## src/cnm_map.svh

```systemverilog
`ifndef CNM_MAP_SVH
`define CNM_MAP_SVH
`define CNM_NMT_ID 11'h000
`define CNM_NMT_DLC 4'h2
`define CNM_BCAST 8'h00
`define CNM_CS_START 8'h01
`define CNM_CS_STOP 8'h02
`define CNM_CS_PREOP 8'h80
`define CNM_CS_RST_NODE 8'h81
`define CNM_CS_RST_COMM 8'h82
`define CNM_EC_BASE 11'h700
`define CNM_ST_BOOT 8'h00
`define CNM_ST_STOP 8'h04
`define CNM_ST_OPER 8'h05
`define CNM_ST_PREOP 8'h7F
`define CNM_MS_US 32'd125
`define CNM_MS_CYC 32'd125000
`define CNM_INIT_CYC 8'h10
`define CNM_A_CTRL 8'h00
`define CNM_A_STAT 8'h04
`define CNM_A_GUARD 8'h08
`define CNM_A_LIFE 8'h0C
`define CNM_A_HBT 8'h10
`define CNM_A_IRQ 8'h14
`define CNM_A_MASK 8'h18
`define CNM_A_COBID 8'h1C
`define CNM_RESP_OK 2'h0
`define CNM_RESP_DEC 2'h3
`endif

```

## src/cnm_pkg.sv

```systemverilog
package cnm_pkg;
  typedef enum logic [2:0] {CNM_INIT, CNM_PREOP, CNM_OPER, CNM_STOP} cnm_state_t;
  typedef struct packed {
    logic [10:0] id;
    logic rtr;
    logic [3:0] dlc;
    logic [7:0] b0;
    logic [7:0] b1;
  } cnm_frame_t;
  typedef struct packed {
    logic [10:0] id;
    logic [7:0] data;
  } cnm_tx_t;
endpackage

```

## src/cnm_nmt_node.sv

```systemverilog
`timescale 1ns/10ps
`include "cnm_map.svh"
module cnm_nmt_node import cnm_pkg::*; #(
  parameter int MS_CYC = `CNM_MS_CYC,
  parameter int INIT_CYC = 16
) (
  input wire logic aclk,
  input wire logic aresetn,
  input wire logic clk_en,
  input wire logic [6:0] node_number,
  input wire logic rx_valid,
  input wire cnm_frame_t rx_frame,
  output cnm_tx_t tx_frame,
  output logic tx_valid,
  input wire logic tx_ready,
  output logic outputs_release,
  output logic outputs_error,
  output logic pdo_enable,
  output logic sdo_enable,
  output logic app_reset,
  output logic irq,
  input wire logic [7:0] s_axil_awaddr,
  input wire logic s_axil_awvalid,
  output logic s_axil_awready,
  input wire logic [31:0] s_axil_wdata,
  input wire logic [3:0] s_axil_wstrb,
  input wire logic s_axil_wvalid,
  output logic s_axil_wready,
  output logic [1:0] s_axil_bresp,
  output logic s_axil_bvalid,
  input wire logic s_axil_bready,
  input wire logic [7:0] s_axil_araddr,
  input wire logic s_axil_arvalid,
  output logic s_axil_arready,
  output logic [31:0] s_axil_rdata,
  output logic [1:0] s_axil_rresp,
  output logic s_axil_rvalid,
  input wire logic s_axil_rready
);
  // ==========================================================
  // Frame decode
  // ==========================================================
  cnm_state_t state_reg, state_next;
  logic [15:0] guard_reg;
  logic [7:0] life_reg;
  logic [15:0] hbt_reg;
  logic [3:0] irq_reg, irq_next, mask_reg;
  logic guard_act_reg, boot_pend_reg, hb_pend_reg, gd_pend_reg;
  logic [7:0] init_cnt_reg;
  logic [31:0] tick_reg, gd_ms_reg, hb_ms_reg;
  logic [10:0] cobid;
  logic [7:0] state_code;
  wire nmt_frame = rx_valid && rx_frame.id == `CNM_NMT_ID && !rx_frame.rtr
                   && rx_frame.dlc == `CNM_NMT_DLC;
  wire for_me = rx_frame.b1 == `CNM_BCAST || rx_frame.b1 == {1'b0, node_number};
  wire cmd_ok = nmt_frame && for_me;
  wire rst_node = cmd_ok && rx_frame.b0 == `CNM_CS_RST_NODE;
  wire rst_comm = cmd_ok && rx_frame.b0 == `CNM_CS_RST_COMM;
  assign cobid = `CNM_EC_BASE + {4'h0, node_number};
  wire guard_req = rx_valid && rx_frame.rtr && rx_frame.id == cobid;
  wire ms_tick = tick_reg == 32'(MS_CYC - 1);
  wire [31:0] life_ms = 32'(guard_reg) * 32'(life_reg);
  wire mon_on = guard_act_reg && guard_reg != 16'h0000 && life_reg != 8'h00;
  wire life_exp = mon_on && ms_tick && gd_ms_reg + 32'h1 >= life_ms;
  wire hb_on = hbt_reg != 16'h0000;
  wire hb_exp = hb_on && ms_tick && hb_ms_reg + 32'h1 >= {16'h0000, hbt_reg};
  wire init_done = state_reg == CNM_INIT && init_cnt_reg == 8'(INIT_CYC - 1);

  // ==========================================================
  // Node state machine
  // ==========================================================
  always_comb begin
    state_next = state_reg;
    case (state_reg)
      CNM_INIT: begin
        if (init_done) begin
          state_next = CNM_PREOP;
        end
      end
      CNM_PREOP, CNM_OPER, CNM_STOP: begin
        if (rst_node || rst_comm) begin
          state_next = CNM_INIT;
        end else if (cmd_ok && rx_frame.b0 == `CNM_CS_START) begin
          state_next = CNM_OPER;
        end else if (cmd_ok && rx_frame.b0 == `CNM_CS_STOP) begin
          state_next = CNM_STOP;
        end else if (cmd_ok && rx_frame.b0 == `CNM_CS_PREOP) begin
          state_next = CNM_PREOP;
        end else if (life_exp) begin
          state_next = CNM_PREOP;
        end
      end
      default: begin
        state_next = CNM_INIT;
      end
    endcase
  end

  always_comb begin
    case (state_reg)
      CNM_STOP: state_code = `CNM_ST_STOP;
      CNM_OPER: state_code = `CNM_ST_OPER;
      CNM_PREOP: state_code = `CNM_ST_PREOP;
      default: state_code = `CNM_ST_BOOT;
    endcase
  end

  assign outputs_release = state_reg == CNM_OPER;
  assign outputs_error = state_reg == CNM_STOP;
  assign pdo_enable = state_reg == CNM_OPER;
  assign sdo_enable = state_reg == CNM_PREOP || state_reg == CNM_OPER;

  always_ff @(posedge aclk) begin
    if (!aresetn) begin
      state_reg <= CNM_INIT;
      init_cnt_reg <= 8'h00;
      app_reset <= 1'b1;
    end else if (clk_en) begin
      state_reg <= state_next;
      init_cnt_reg <= (state_next == CNM_INIT && !init_done) ? init_cnt_reg + 8'h01 : 8'h00;
      app_reset <= rst_node ? 1'b1 : (init_done ? 1'b0 : app_reset);
    end
  end

  // ==========================================================
  // Guard and heartbeat timers
  // ==========================================================
  always_ff @(posedge aclk) begin
    if (!aresetn) begin
      tick_reg <= 32'h0;
      gd_ms_reg <= 32'h0;
      hb_ms_reg <= 32'h0;
      guard_act_reg <= 1'b0;
    end else if (clk_en) begin
      tick_reg <= ms_tick ? 32'h0 : tick_reg + 32'h1;
      if (rst_node || rst_comm) begin
        guard_act_reg <= 1'b0;
      end else if (guard_req) begin
        guard_act_reg <= 1'b1;
      end
      if (guard_req || life_exp || !mon_on) begin
        gd_ms_reg <= 32'h0;
      end else if (ms_tick) begin
        gd_ms_reg <= gd_ms_reg + 32'h1;
      end
      if (hb_exp || !hb_on) begin
        hb_ms_reg <= 32'h0;
      end else if (ms_tick) begin
        hb_ms_reg <= hb_ms_reg + 32'h1;
      end
    end
  end

  // ==========================================================
  // Transmit arbitration
  // ==========================================================
  always_comb begin
    tx_valid = boot_pend_reg || gd_pend_reg || hb_pend_reg;
    tx_frame.id = cobid;
    tx_frame.data = boot_pend_reg ? `CNM_ST_BOOT : state_code;
  end
  wire tx_fire = tx_valid && tx_ready;

  always_ff @(posedge aclk) begin
    if (!aresetn) begin
      boot_pend_reg <= 1'b0;
      gd_pend_reg <= 1'b0;
      hb_pend_reg <= 1'b0;
    end else if (clk_en) begin
      boot_pend_reg <= init_done || (boot_pend_reg && !tx_fire);
      gd_pend_reg <= (guard_req && state_reg != CNM_INIT)
                     || (gd_pend_reg && !(tx_fire && !boot_pend_reg));
      hb_pend_reg <= (hb_exp && state_reg != CNM_INIT)
                     || (hb_pend_reg && !(tx_fire && !boot_pend_reg && !gd_pend_reg));
    end
  end

  // ==========================================================
  // Register slave
  // ==========================================================
  logic aw_hold_reg, w_hold_reg;
  logic [7:0] awaddr_reg;
  logic [31:0] wdata_reg;
  logic [3:0] wstrb_reg;
  assign s_axil_awready = !aw_hold_reg && !s_axil_bvalid;
  assign s_axil_wready = !w_hold_reg && !s_axil_bvalid;
  wire aw_have = aw_hold_reg || s_axil_awvalid;
  wire w_have = w_hold_reg || s_axil_wvalid;
  wire [7:0] wa = aw_hold_reg ? awaddr_reg : s_axil_awaddr;
  wire [31:0] wd = w_hold_reg ? wdata_reg : s_axil_wdata;
  wire [3:0] ws = w_hold_reg ? wstrb_reg : s_axil_wstrb;
  wire wr_go = aw_have && w_have && !s_axil_bvalid;
  wire wr_ok = wa == `CNM_A_GUARD || wa == `CNM_A_LIFE || wa == `CNM_A_HBT
               || wa == `CNM_A_IRQ || wa == `CNM_A_MASK || wa == `CNM_A_CTRL
               || wa == `CNM_A_STAT || wa == `CNM_A_COBID;
  wire irq_clr_we = wr_go && wa == `CNM_A_IRQ && ws[0];
  wire [3:0] irq_ev = {life_exp, guard_req, cmd_ok, init_done};
  assign irq_next = (irq_reg & ~(irq_clr_we ? wd[3:0] : 4'h0)) | irq_ev;
  assign irq = |(irq_reg & mask_reg);
  wire comm_rst = rst_node || rst_comm;

  always_ff @(posedge aclk) begin
    if (!aresetn) begin
      aw_hold_reg <= 1'b0;
      w_hold_reg <= 1'b0;
      awaddr_reg <= 8'h00;
      wdata_reg <= 32'h0;
      wstrb_reg <= 4'h0;
      s_axil_bvalid <= 1'b0;
      s_axil_bresp <= `CNM_RESP_OK;
      guard_reg <= 16'h0000;
      life_reg <= 8'h00;
      hbt_reg <= 16'h0000;
      irq_reg <= 4'h0;
      mask_reg <= 4'h0;
    end else if (clk_en) begin
      irq_reg <= irq_next;
      if (s_axil_awvalid && s_axil_awready) begin
        aw_hold_reg <= 1'b1;
        awaddr_reg <= s_axil_awaddr;
      end
      if (s_axil_wvalid && s_axil_wready) begin
        w_hold_reg <= 1'b1;
        wdata_reg <= s_axil_wdata;
        wstrb_reg <= s_axil_wstrb;
      end
      if (wr_go) begin
        aw_hold_reg <= 1'b0;
        w_hold_reg <= 1'b0;
        s_axil_bvalid <= 1'b1;
        s_axil_bresp <= wr_ok ? `CNM_RESP_OK : `CNM_RESP_DEC;
      end else if (s_axil_bready) begin
        s_axil_bvalid <= 1'b0;
      end
      if (comm_rst) begin
        guard_reg <= 16'h0000;
        life_reg <= 8'h00;
        hbt_reg <= 16'h0000;
      end else if (wr_go) begin
        if (wa == `CNM_A_GUARD && ws[0]) guard_reg[7:0] <= wd[7:0];
        if (wa == `CNM_A_GUARD && ws[1]) guard_reg[15:8] <= wd[15:8];
        if (wa == `CNM_A_LIFE && ws[0]) life_reg <= wd[7:0];
        if (wa == `CNM_A_HBT && ws[0]) hbt_reg[7:0] <= wd[7:0];
        if (wa == `CNM_A_HBT && ws[1]) hbt_reg[15:8] <= wd[15:8];
      end
      if (wr_go && wa == `CNM_A_MASK && ws[0]) begin
        mask_reg <= wd[3:0];
      end
    end
  end

  logic [31:0] rd_mux;
  always_comb begin
    case (s_axil_araddr)
      `CNM_A_CTRL: rd_mux = {25'h0, node_number};
      `CNM_A_STAT: rd_mux = {22'h0, guard_act_reg, hb_on, state_code};
      `CNM_A_GUARD: rd_mux = {16'h0, guard_reg};
      `CNM_A_LIFE: rd_mux = {24'h0, life_reg};
      `CNM_A_HBT: rd_mux = {16'h0, hbt_reg};
      `CNM_A_IRQ: rd_mux = {28'h0, irq_reg};
      `CNM_A_MASK: rd_mux = {28'h0, mask_reg};
      `CNM_A_COBID: rd_mux = {21'h0, cobid};
      default: rd_mux = 32'h0;
    endcase
  end
  wire rd_hit = s_axil_araddr <= `CNM_A_COBID && s_axil_araddr[1:0] == 2'h0;
  assign s_axil_arready = !s_axil_rvalid;

  always_ff @(posedge aclk) begin
    if (!aresetn) begin
      s_axil_rvalid <= 1'b0;
      s_axil_rdata <= 32'h0;
      s_axil_rresp <= `CNM_RESP_OK;
    end else if (clk_en) begin
      if (s_axil_arvalid && s_axil_arready) begin
        s_axil_rvalid <= 1'b1;
        s_axil_rdata <= rd_mux;
        s_axil_rresp <= rd_hit ? `CNM_RESP_OK : `CNM_RESP_DEC;
      end else if (s_axil_rready) begin
        s_axil_rvalid <= 1'b0;
      end
    end
  end

  // ==========================================================
  // Assertions
  // ==========================================================
  a_start_oper: assert property (@(posedge aclk) disable iff (!aresetn)
    clk_en && cmd_ok && rx_frame.b0 == `CNM_CS_START && state_reg != CNM_INIT
    |=> state_reg == CNM_OPER) else $error("start command not taken");
  a_stop_state: assert property (@(posedge aclk) disable iff (!aresetn)
    clk_en && cmd_ok && rx_frame.b0 == `CNM_CS_STOP && state_reg != CNM_INIT
    |=> outputs_error && !sdo_enable && !pdo_enable) else $error("stop not applied");
  a_preop_cmd: assert property (@(posedge aclk) disable iff (!aresetn)
    clk_en && cmd_ok && rx_frame.b0 == `CNM_CS_PREOP && state_reg != CNM_INIT
    |=> sdo_enable && !pdo_enable) else $error("pre-op command not taken");
  a_other_node: assert property (@(posedge aclk) disable iff (!aresetn)
    clk_en && nmt_frame && !for_me && !life_exp |=> $stable(state_reg))
    else $error("foreign command changed state");
  a_boot_msg: assert property (@(posedge aclk) disable iff (!aresetn)
    clk_en && init_done |=> state_reg == CNM_PREOP && tx_valid && tx_frame.data == 8'h00)
    else $error("boot-up message missing");
  a_reset_init: assert property (@(posedge aclk) disable iff (!aresetn)
    clk_en && (rst_node || rst_comm) && state_reg != CNM_INIT
    |=> state_reg == CNM_INIT && hbt_reg == 16'h0000) else $error("reset not done");
  a_guard_off: assert property (@(posedge aclk) disable iff (!aresetn)
    guard_reg == 16'h0000 || life_reg == 8'h00 |-> !life_exp)
    else $error("expiry while monitoring off");
  a_guard_idle: assert property (@(posedge aclk) disable iff (!aresetn)
    !guard_act_reg |-> !life_exp) else $error("expiry before first request");
  a_hb_id: assert property (@(posedge aclk) disable iff (!aresetn)
    tx_valid |-> tx_frame.id == 11'h700 + {4'h0, node_number}) else $error("bad reply id");
  c_oper: cover property (@(posedge aclk) state_reg == CNM_PREOP ##1 state_reg == CNM_OPER);
  c_life: cover property (@(posedge aclk) life_exp);
  c_hb: cover property (@(posedge aclk) hb_pend_reg && tx_fire);
endmodule

```

## config.mk

```make
export PLATFORM = sky130hd
export DESIGN_NAME = cnm_nmt_node
export DESIGN_NICKNAME = d
export VERILOG_FILES = /design/src/cnm_pkg.sv /design/src/cnm_nmt_node.sv
export VERILOG_INCLUDE_DIRS = /design/src /design/src/src
export SDC_FILE = /design/constraint.sdc
export NUM_CORES = 1
export LEC_CHECK = 0
export BUFFER_PORTS_ARGS = -buffer_cell sky130_fd_sc_hd__buf_2
export CORE_AREA = 2 2 208 159
export CTS_BUF_LIST = sky130_fd_sc_hd__clkbuf_4 sky130_fd_sc_hd__clkbuf_8
export DETAILED_ROUTE_END_ITERATION = 6
export DIE_AREA = 0 0 210 161
export PLACE_DENSITY = 0.69
export SLEW_MARGIN = 10
export SYNTH_ARGS = -nofsm -noshare
export SYNTH_HDL_FRONTEND = slang
export SYNTH_SLANG_ARGS = --single-unit
```

## constraint.sdc

```tcl
create_clock -name aclk -period 14.85 [get_ports aclk]
set_input_delay 1.485 -clock aclk [delete_from_list [all_inputs] [get_ports aclk]]
set_output_delay 1.485 -clock aclk [all_outputs]
set_load 0.01 [all_outputs]
```

## Yosys cells after proc, flatten, opt, wreduce, memory -nomap -nowiden

Cells that the tools add are included.

| cells by class | value |
|---|---|
| bitwise gates (word level) | 4 |
| $add $sub $neg | 5 |
| reductions and logical operators | 122 |
| eq/ne operators | 27 |
| order comparisons | 3 |
| multipliers | 1 |
| multiplexer cells | 45 |

Operator list:

| kind | number |
|---|---|
| 2-to-1 mux 32 bit | 5 |
| one-hot mux 16 bit (8 select lines) | 1 |
| adder 32 x 1 -> 32 bit, second input constant | 3 |
| 2-to-1 mux 16 bit | 5 |
| 2-to-1 mux 8 bit | 10 |
| equality test 8 x 5 -> 1 bit, second input constant | 8 |
| logical AND 1 bit | 44 |
| equality test 8 x 4 -> 1 bit, second input constant | 5 |
| equality test 32 x 17 -> 1 bit, second input constant | 1 |
| >= comparator 32 x 16 -> 1 bit | 1 |
| >= comparator 32 x 24 -> 1 bit | 1 |
| nonzero test 16 bit | 2 |
| nonzero test 2 bit | 14 |
| AND reduction 2 bit | 13 |
| equality test 8 bit, second input constant | 3 |
| zero test 8 bit | 3 |
| multiplier 16 x 8 -> 24 bit | 1 |
| one-hot mux 7 bit (3 select lines) | 1 |
| logical OR 1 bit | 20 |
| 2-to-1 mux 3 bit | 6 |
| equality test 8 x 3 -> 1 bit, second input constant | 2 |
| AND reduction 3 bit | 5 |
| zero test 1 bit | 13 |
| 2-to-1 mux 1 bit | 12 |
| 23 further kinds | 28 |

| word-level totals | value |
|---|---|
| bits of input ports | 101 |
| logic and storage cells | 234 |
| register bits | 226 |

## Logic depth before layout (Yosys ltp)

Gate-level depths: netlist of run 1.

| logic depth | value |
|---|---|
| word-level depth | 14 |
| mapped depth | 32 |
| depth with buffers taken out | 29 |

## Worst setup path before layout of run 1

OpenSTA, ideal clock, no wires.

| path | value |
|---|---|
| path type | reg2reg |
| from | register life_reg[7] |
| to | register gd_ms_reg[23] |
| buffers on the path | 4 |
| data arrival time | 7.209 ns |
| slack | 7.567 ns |
| period minus slack after synthesis | 7.283 ns |
| stages on the path, launching flop included | 32 |
| setup time | 0.074 ns |
| path through | dfxtp_1 > clkbuf_1 > clkbuf_1 > nand2_1 > fa_1 > fa_1 > inv_1 > fa_1 > inv_1 > fa_1 > inv_1 > ha_1 > inv_1 > o21a_1 > o31ai_1 > nor4_1 > o41ai_1 > a21o_1 > a21oi_1 > xor2_1 > ha_1 > a21o_1 > a21o_1 > a21oi_1 > o221ai_1 > or4_4 > nor4_4 > and2_1 > buf_4 > buf_6 > o21ai_1 > a31oi_1 |

| on the way | value |
|---|---|
| cells in the longest elaborated chain, start to end | 8 |

RTL lines:

| item | RTL line | source |
|---|---|---|
| start, declared | cnm_nmt_node.sv:45 | `logic [7:0] life_reg;` |
| start signal, assigned | cnm_nmt_node.sv:242 | `` if (wa == `CNM_A_LIFE && ws[0]) life_reg <= wd[7:0]; `` |
| branches (longest 5 deep; another with >= comparator 32 x 24 -> 1 bit) | -- |  |
| logical OR 1 bit (*) | cnm_nmt_node.sv:141 | `if (guard_req \|\| life_exp \|\| !mon_on) begin` |
| nonzero test 2 bit (no source line) | -- |  |
| AND reduction 2 bit (no source line) | -- |  |
| end signal, assigned | cnm_nmt_node.sv:144 | `gd_ms_reg <= gd_ms_reg + 32'h1;` |
| end, declared | cnm_nmt_node.sv:50 | `logic [31:0] tick_reg, gd_ms_reg, hb_ms_reg;` |

Mark *: on every way between the ends.
A chain may end at the register's enable or synchronous reset.

## Worst setup path after layout of run 1

| path | value |
|---|---|
| from | register life_reg[7] |
| to | register gd_ms_reg[17] |

The elaborated chain is that of the path after synthesis.

==> impl_metrics.toml, run 1 <==
[finish]
finish.net_count = 2194
utilization_pct = 53.73
layout.cells.most_common = "dfxtp_1"
final_layout_size_suffix_gt1_share_pct = 11.50
antenna_cells = 0
area_growth_syn_to_layout_pct = 9.397
layoutNonFillerInstCount = 2360
final_cell_mix = "dfxtp_1 (208), nand2_1 (168), inv_1 (142), and2_1 (133), buf_2 (128)"
multi_input_area_sq_um = 10420
nFillCells = 2966
regArea_sq_um = 4164
final_cell_area_sq_um = 17130

[synth]
synth_top_family_by_area = "simple AND/OR/NAND/NOR gates"
synth_compound_area_share_pct = 11.99
ys_seq_area_share_pct = 26.59
synth_cells = 1855
synth_area_leaders = "dfxtp_1 (27%), fa_1 (11%), ha_1 (7.0%)"
synth.largest_area_cell = "dfxtp_1"
ys_ff_latch = 208
syn-cell-area_sq_um = 15660
yosysTopAreaCellShare_pct = 26.59
yosys.area_share.adder_pct = 17.77
synth_cell_types = 70
synth_warnings = 0
avgSynthCellArea_sq_um = 8.441
synth_top_flop_cell = "dfxtp_1"
async_flop_share_pct = 0
synthMuxAreaShare_pct = 5.058
synth_xor_area_share_pct = 6.321
synth-simple-area-share_pct = 24.77
synth-edff-count = 0

[global_route]
gr-total-overflow = 0
antenna_found_initial = 1
grt_max_degree = 109
grt_use_total_pct = 23.38
grt_pass1_vias = 12520
grt_pass1_wl_mm = 64.48

[clock_network]
postCtsHoldBufs = 0
cts_sinks = 208
clk_pin_slew_ns = 0.06
htree_levels = 2
cts_tree = "built"
ctsResizeCount = 0
clk_latency_ns = 0.56
post_cts_buffers = 0
cts_max_path_buffers = 3
clockRootBuffer = "clkbuf_8"
numCtsBuffers = 37

[critical_path]
reg2reg_depth = 27
cp.required_ns = 15.32
cp_top_family = "adder cells"
reg2reg_slack_ns = 5.69
crit_path_start_kind = "flip-flop"
arrival_ns = 9.64
criticalPathCategory = "reg2reg"
critPathMaxStageDelay_ns = 0.85
r2r_start = "life_reg[7]"
cp_max_fo = 27
crit_path_top_delay_cell = "and2_1"
timing.rr.end = "gd_ms_reg[17]"
crit_path_end_kind = "flip-flop"
crit_start = "life_reg[7]"
cp_num_buf_inv = 4

[power]
power.internal_uw = 934.3
switching_share_pct = 24.94
finalPower_mw = 1.245
leakagePower_nw = 7.773
p_clk_share_pct = 47.2
power_frac_comb_pct = 7.0
ir_drop_v = 0.00007182
switchingPower_uw = 310.5
p_per_area_nw_per_um2 = 72.67
seqPwrFrac_pct = 45.9

[hold_path]
min_path_cells = 2
whs_endpoint = "wdata_reg[2]"
worstHoldPathType = "reg2reg"
min_from = "wdata_reg[2]"

[detailed_routing]
routedWlPerCell_microns = 16.56
route.final.wire_length_mm = 39.08
vias_per_cell = 5.525
drt_iter0_drc = 842
dr.pass1.iters = 6
drc = 0
vias = 13040
antenna_left = 0

[die]
fp-row-count = 57
die_w_microns = 210
io_pins = 168
initial_core_util_pct = 49.11
die-area_sq_um = 33810
core_sq_um = 31880
fp.dieH_microns = 161

[placement]
placedCellCount = 2295
place.port_buffers = 128
hpwl_mm = 29.73
placed_area_sq_um = 16330
gp_congestion = 0.8436

[timing]
min_period_ns = 9.164
finalHoldViolations = 0
worst_pin_slew_ns = 1.199
clock_skew_ns = 0.02505
finalCritPeriodShare_pct = 61.71
slew_violations = 0
setup_viol = 0
grt_setup_unrepaired = "no"
max_freq_mhz = 109.1
relSlewSlack_pct = 19.84
setup_tns_ns = 0

[run]
maxCapViolCount = 0

[status]
status = "completed"
[Yosys cell counts (4+ instances only)]
library cell / n
dfxtp_1: 208
nand2_1: 168
inv_1: 142
and2_1: 133
nor2_1: 121
ha_1: 88
fa_1: 84
clkbuf_1: 79
mux2i_1: 78
nor2b_1: 72
xor2_1: 65
a21oi_1: 57
nand3_1: 53
xnor2_1: 48
o21ai_0: 41
buf_4: 36
nor4_1: 32
and3_1: 31
nor3_1: 27
a21boi_0: 26
nand4_1: 23
a21o_1: 20
a22oi_1: 20
a31oi_1: 18
or3_1: 17
nand2b_1: 13
a22o_1: 10
nor4b_1: 10
o21ai_1: 9
o211a_1: 8
o21a_1: 8
a211oi_1: 7
and4_1: 7
or2_2: 7
or4_1: 7
a41oi_1: 6
buf_1: 6
a2111oi_0: 5
o21bai_1: 5
a31o_2: 4
buf_2: 4
nor3b_1: 4
o41ai_1: 4
[logic make-up (layout without fill, tap and decap cells)]
family                   Yosys count  count (layout)
multiplexers                      79              79
AO/OA/AOI/OAI                    277             277
adder cells (fa/ha/maj)          172             172
other                              2              21
buffers and inverters            269             342
flip-flops                       208             208
XOR/XNOR                         113             113
AND/OR/NAND/NOR                  735             735
[worst min-delay path: stages (launching register included)]
cell and delay, ns:
dfxtp_1 0.31, nand2_1 0.05, a21boi_0 0.06
[metal layers]
layer / GRT usage (%) / vias to the layer above / wire length (microns)
met3: 4.764 / 57 / 2975
met1: 33.97 / 6212 / 18700
met4: 5.706 / 2 / 684
met5: 0 / - / 12
li1: - / 6384 / -
met2: 35.59 / 383 / 16710
[area by class of cell]
type                       instances  share of cell area, %
multi-input combinational       1397                  60.84
sequential                       208                  24.31
clock buffer                      57                  4.069
timing repair buffer             135                  4.047
inverter                         142                  3.112
tap                              413                  3.017
clock inverter                     8                 0.6063
[through the flow]
step                      worst slack, ns  hold WS [ns]
final                               5.686        0.4655
after global routing                5.121        0.4915
after CTS                           5.792        0.4680
after detailed placement            5.804        0.4594
after global placement              5.916        0.4517
after floorplan                     7.567        0.4400
[worst max path at each step]
stage,to,slack [ns],cells after the start
floorplan,gd_ms_reg[23],7.57,31
global placement,gd_ms_reg[17],5.92,27
detailed placement,gd_ms_reg[17],5.80,27
CTS,gd_ms_reg[17],5.79,27
global route,gd_ms_reg[17],5.12,27
finish,gd_ms_reg[17],5.69,27
[power by group through the flow]
stage | registers [mW] | logic, mW | clock network (mW)
floorplan | 0.581 | 0.0582 | 0
global placement | 0.583 | 0.0846 | 0
detailed placement | 0.583 | 0.0860 | 0
CTS | 0.571 | 0.0863 | 0.598
global route | 0.572 | 0.0949 | 0.628
finish | 0.571 | 0.0866 | 0.587
(Power assumes the default switching activity.)
==> run 2: changes to the inputs <==
--- a/config.mk
+++ b/config.mk
@@ -11,7 +11,7 @@
 export CTS_BUF_LIST = sky130_fd_sc_hd__clkbuf_4 sky130_fd_sc_hd__clkbuf_8
 export DETAILED_ROUTE_END_ITERATION = 6
 export DIE_AREA = 0 0 210 161
-export PLACE_DENSITY = 0.69
+export PLACE_DENSITY = 0.72
 export SLEW_MARGIN = 10
 export SYNTH_ARGS = -nofsm -noshare
 export SYNTH_HDL_FRONTEND = slang
==> constraint.sdc (replaced) <==
create_clock -name aclk -period 8.3 [get_ports aclk]
set_input_delay 0.83 -clock aclk [delete_from_list [all_inputs] [get_ports aclk]]
set_output_delay 0.83 -clock aclk [all_outputs]
set_load 0.01 [all_outputs]
==> impl_metrics.toml, run 2 (synthesis results as in run 1) <==
[die]
initial_core_util_pct = 49.11
fp-row-count = 57
die-area_sq_um = 33810
fp.dieH_microns = 161
die_w_microns = 210
io_pins = 168
core_sq_um = 31880

[clock_network]
cts_tree = "built"
clk_pin_slew_ns = 0.07
postCtsHoldBufs = 0
post_cts_buffers = 0
numCtsBuffers = 36
clockRootBuffer = "clkbuf_8"
cts_sinks = 208
clk_latency_ns = 0.57
cts_max_path_buffers = 3
htree_levels = 2

[timing]
setup_tns_ns = 0
grt_setup_unrepaired = "no"
whs_ns = 0.4635
max_freq_mhz = 130.8
finalHoldViolations = 0
clock_skew_ns = 0.04110
min_period_ns = 7.643
slew_violations = 0
relSlewSlack_pct = 24.71
setup_viol = 0
worst_pin_slew_ns = 1.124
finalCritPeriodShare_pct = 92.08

[power]
power_frac_comb_pct = 7.0
p_per_area_nw_per_um2 = 129.7
seqPwrFrac_pct = 45.6
leakagePower_nw = 7.850
power.internal_mw = 1.695
finalPower_mw = 2.239
ir_drop_v = 0.0001477
switching_share_pct = 24.32
switchingPower_uw = 544.6
p_clk_share_pct = 47.4

[critical_path]
crit_path_top_delay_cell = "or4_4"
crit_start = "guard_reg[3]"
path_common_cell = "fa_1"
cp_max_fo = 27
arrival_ns = 8.13
cp_num_buf_inv = 4
r2r_start = "guard_reg[3]"
criticalPathCategory = "reg2reg"
cp_top_family = "adder cells"
reg2reg_depth = 28
timing.rr.end = "gd_ms_reg[17]"
cp.required_ns = 8.79
crit_path_end_kind = "flip-flop"
critPathMaxStageDelay_ns = 0.60
reg2reg_slack_ns = 0.66
crit_path_start_kind = "flip-flop"

[finish]
regArea_sq_um = 4164
finish.net_count = 2206
layout.cells.most_common = "dfxtp_1"
final_layout_size_suffix_gt1_share_pct = 11.96
nFillCells = 2879
area_growth_syn_to_layout_pct = 10.25
final_cell_mix = "dfxtp_1 (208), nand2_1 (168), inv_1 (142), and2_1 (133), buf_2 (128)"
multi_input_area_sq_um = 10430

[global_route]
grt_use_total_pct = 23.62
grt_max_degree = 130
gr-total-overflow = 0
antenna_found_initial = 2
grt_pass1_vias = 12700
grt_pass1_wl_mm = 64.70

[placement]
hpwl_mm = 29.89
place.port_buffers = 128
gp_congestion = 0.8741

[hold_path]
min_path_cells = 2
worstHoldPathType = "reg2reg"
min_from = "wdata_reg[7]"
whs_endpoint = "wdata_reg[7]"

[detailed_routing]
route.final.wire_length_mm = 39.41
vias_per_cell = 5.553
vias = 13170
drt_iter0_drc = 846
drc = 0
antenna_left = 0
routedWlPerCell_microns = 16.61
dr.pass1.iters = 7

[run]
maxCapViolCount = 0

[status]
status = "completed"
==> run 2: changes by cell type in the layout (fill, tap and decap cells not counted) <==
cell,before,now
a2111oi_0,5,4
a2111oi_1,0,1
buf_12,0,1
buf_4,7,19
bufinv_16,2,3
clkbuf_4,14,13
clkinv_2,3,1
clkinv_4,1,0
clkinv_8,0,1
diode_2,0,2
inv_8,1,0
nor4b_2,2,1
nor4b_4,0,1
==> run 2: worst max-delay path by stage <==
stage,end,slack [ns],cells after the start
finish,gd_ms_reg[17],0.66,28
global route,init_cnt_reg[6],0.08,28
CTS,init_cnt_reg[6],0.57,28
detailed placement,init_cnt_reg[6],0.56,28
global placement,init_cnt_reg[7],0.70,28
floorplan,gd_ms_reg[23],1.02,31
==> run 2: metal layers <==
| metal | part of all wire, % | routed length (microns) | GRT usage, % |
|---|---|---|---|
| met5 | 0 | 0 | 0 |
| met4 | 2.3 | 911 | 7.124 |
| met3 | 7.5 | 2936 | 4.978 |
| met2 | 44 | 17180 | 36.18 |
| met1 | 47 | 18380 | 33.52 |
==> run 2: power groups by stage <==
stage,clock network [mW],logic [mW],registers (mW)
after global routing,1.13,0.172,1.02
after detailed placement,0,0.155,1.04
after floorplan,0,0.104,1.04
final,1.06,0.157,1.02
after CTS,1.08,0.155,1.02
after global placement,0,0.152,1.04
==> run 2: what timing repair did <==
action / CTS / global route
hold endpoints to repair: 0 / 0
endpoints found under the setup margin: 0 / 6
gates resized for setup: 0 / 1
==> run 2: tightest hold or removal path, cell delays in order, from the launching register on <==
cell,delay (ns)
dfxtp_1,0.30
nand2_1,0.04
a21boi_0,0.06
==> run 2: cell type report <==
type / count / share of cell area, %
Clock buffer: 56 / 3.994
Multi-Input combinational cell: 1397 / 60.43
Timing Repair Buffer: 148 / 4.653
Tap cell: 413 / 2.993
Inverter: 142 / 3.088
Antenna cell: 2 / 0.02899
Clock inverter: 6 / 0.6958
Sequential cell: 208 / 24.12
==> run 2: stage by stage <==
step                      setup WS, ns  instances  utilization, %  instance area (sq um)
after floorplan                  1.017       1874               -                  15730
after global placement          0.6992       2308           51.56                  16440
after detailed placement        0.5607       2308           51.56                  16440
after CTS                       0.5652       2370           54.10                  17250
after global routing           0.08296       2371           54.14                  17260
final                           0.6574       2372           54.15                  17260
==> run 3: changes to the inputs <==
--- a/config.mk
+++ b/config.mk
@@ -6,12 +6,12 @@
 export SDC_FILE = /design/constraint.sdc
 export NUM_CORES = 1
 export LEC_CHECK = 0
-export BUFFER_PORTS_ARGS = -buffer_cell sky130_fd_sc_hd__buf_2
 export CORE_AREA = 2 2 208 159
 export CTS_BUF_LIST = sky130_fd_sc_hd__clkbuf_4 sky130_fd_sc_hd__clkbuf_8
 export DETAILED_ROUTE_END_ITERATION = 6
 export DIE_AREA = 0 0 210 161
-export PLACE_DENSITY = 0.72
+export DONT_BUFFER_PORTS = 1
+export PLACE_DENSITY = 0.67
 export SLEW_MARGIN = 10
 export SYNTH_ARGS = -nofsm -noshare
 export SYNTH_HDL_FRONTEND = slang
==> impl_metrics.toml, run 3 (synthesis results as in run 1) <==
[detailed_routing]
vias = 12600
route.final.wire_length_mm = 39.03
dr.pass1.iters = 7
vias_per_cell = 5.605
drc = 1
antenna_left = 0
routedWlPerCell_microns = 17.37
drt_iter0_drc = 918

[global_route]
grtUsageMet2_pct = 33.30
grt_max_degree = 132
grt_pass1_vias = 12010
groute.layer.met3.usage_pct = 5.269
grt_pass1_wl_mm = 62.51
antenna_found_initial = 0
grt_use_total_pct = 22.87
grt_busiest_layer = "met1"
met1_usage_pct = 33.56
gr-total-overflow = 0

[die]
fp-row-count = 57
fp.dieH_microns = 161
die-area_sq_um = 33810
core_sq_um = 31880
initial_core_util_pct = 49.11
die_w_microns = 210
io_pins = 168

[timing]
clock_skew_ns = 0.03455
slew_violations = 0
setup_viol = 0
finalCritPeriodShare_pct = 93.44
setup_tns_ns = 0
min_period_ns = 7.756
relSlewSlack_pct = 21.35
grt_setup_unrepaired = "no"
max_freq_mhz = 128.9
finalHoldViolations = 0
worst_pin_slew_ns = 1.177

[clock_network]
cts_max_path_buffers = 3
ctsResizeCount = 0
clk_latency_ns = 0.58
clk_pin_slew_ns = 0.06
post_cts_buffers = 0
cts_tree = "built"
cts_sinks = 208
htree_levels = 2
postCtsHoldBufs = 0
clockRootBuffer = "clkbuf_8"
numCtsBuffers = 37

[critical_path]
cp.required_ns = 8.72
endpoint = "init_cnt_reg[7]"
r2r_start = "guard_reg[2]"
reg2reg_slack_ns = 0.54
crit_path_start_kind = "flip-flop"
cp_max_fo = 11
criticalPathCategory = "reg2reg"
timing.rr.end = "init_cnt_reg[7]"
crit_start = "guard_reg[2]"
crit_path_end_kind = "flip-flop"
arrival_ns = 8.18
reg2reg_depth = 27

[placement]
placed_area_sq_um = 15830
gp_congestion = 0.8789
placedCellCount = 2184
hpwl_mm = 29.84
place.port_buffers = 0

[run]
maxCapViolCount = 0

[finish]
antenna_cells = 0
area_growth_syn_to_layout_pct = 6.177
final_cell_mix = "dfxtp_1 (208), nand2_1 (168), inv_1 (142), and2_1 (133), nor2_1 (121)"
layoutNonFillerInstCount = 2247
layout.cells.most_common = "dfxtp_1"
final_cell_area_sq_um = 16620
finish.net_count = 2083
final_layout_size_suffix_gt1_share_pct = 6.107

[power]
ir_drop_v = 0.0001149
p_per_area_nw_per_um2 = 130.7
leakagePower_nw = 7.311

[hold_path]
worstHoldPathType = "in2reg"

[status]
status = "finished with violations"
violations = "design-rule violations"
-- run 3: final cells by class --
type / instances / area [sq um]
Clock inverter: 7 / 76.32
Sequential cell: 208 / 4164
Multi-Input combinational cell: 1397 / 10430
Clock buffer: 56 / 714.4
Inverter: 142 / 533.0
Fill cell: 2965 / 15250
Tap cell: 413 / 516.7
Timing Repair Buffer: 24 / 192.7
-- run 3: worst min path at each step --
stage / end / cells past startpoint / slack [ns] / start
4_1_cts: wdata_reg[4] / 2 / 0.37 / s_axil_wdata[4]
2_1_floorplan: wstrb_reg[1] / 2 / 0.44 / wstrb_reg[1]
5_1_grt: wdata_reg[4] / 2 / 0.40 / s_axil_wdata[4]
3_3_place_gp: wstrb_reg[1] / 2 / 0.45 / wstrb_reg[1]
6_report: wstrb_reg[0] / 2 / 0.40 / s_axil_wstrb[0]
3_5_place_dp: wdata_reg[5] / 2 / 0.46 / wdata_reg[5]
-- run 3: layer usage --
layer / share of wire [%] / up-vias
met4: 2.4 / 0
met5: 0 / -
met3: 7.0 / 56
met1: 49 / 6022
met2: 41 / 348
li1: - / 6169
-- run 3: stage by stage --
stage / setup slack (ns) / hold slack (ns) / power, mW / util, %
floorplan: 1.017 / 0.4400 / 1.144 / -
global placement: 0.7223 / 0.4479 / 1.146 / 49.67
detailed placement: 0.6117 / 0.4562 / 1.149 / 49.67
CTS: 0.5538 / 0.3721 / 2.188 / 52.15
global route: 0.02100 / 0.3975 / 2.244 / 52.15
finish: 0.5444 / 0.3980 / 2.174 / 52.15
-- run 3: where the power goes --
group / total [mW] / switching, mW / internal [mW] / leakage (nW)
combinational: 0.104 / 0.0642 / 0.0403 / 5.21
clock: 1.05 / 0.461 / 0.584 / 0.416
sequential: 1.02 / 0.0129 / 1.01 / 1.68
-- run 3: worst max-delay path, cell delays in order, from the launching register on --
cell       delay [ns]
dfxtp_1          0.57
and2_1           0.21
fa_1             0.46
fa_1             0.53
fa_1             0.54
inv_1            0.05
fa_1             0.52
inv_1            0.04
ha_1             0.32
or2_2            0.33
a21oi_1          0.22
o31ai_1          0.12
nor4_1           0.33
o41ai_1          0.13
buf_4            0.16
a221oi_1         0.33
o21bai_1         0.12
xnor2_1          0.14
ha_1             0.30
nand4_1          0.14
nor2_1           0.13
o21ai_0          0.10
a31oi_1          0.19
nor4_1           0.12
a2111oi_0        0.83
a211oi_1         0.13
o21ai_1          0.43
nor2_1           0.10
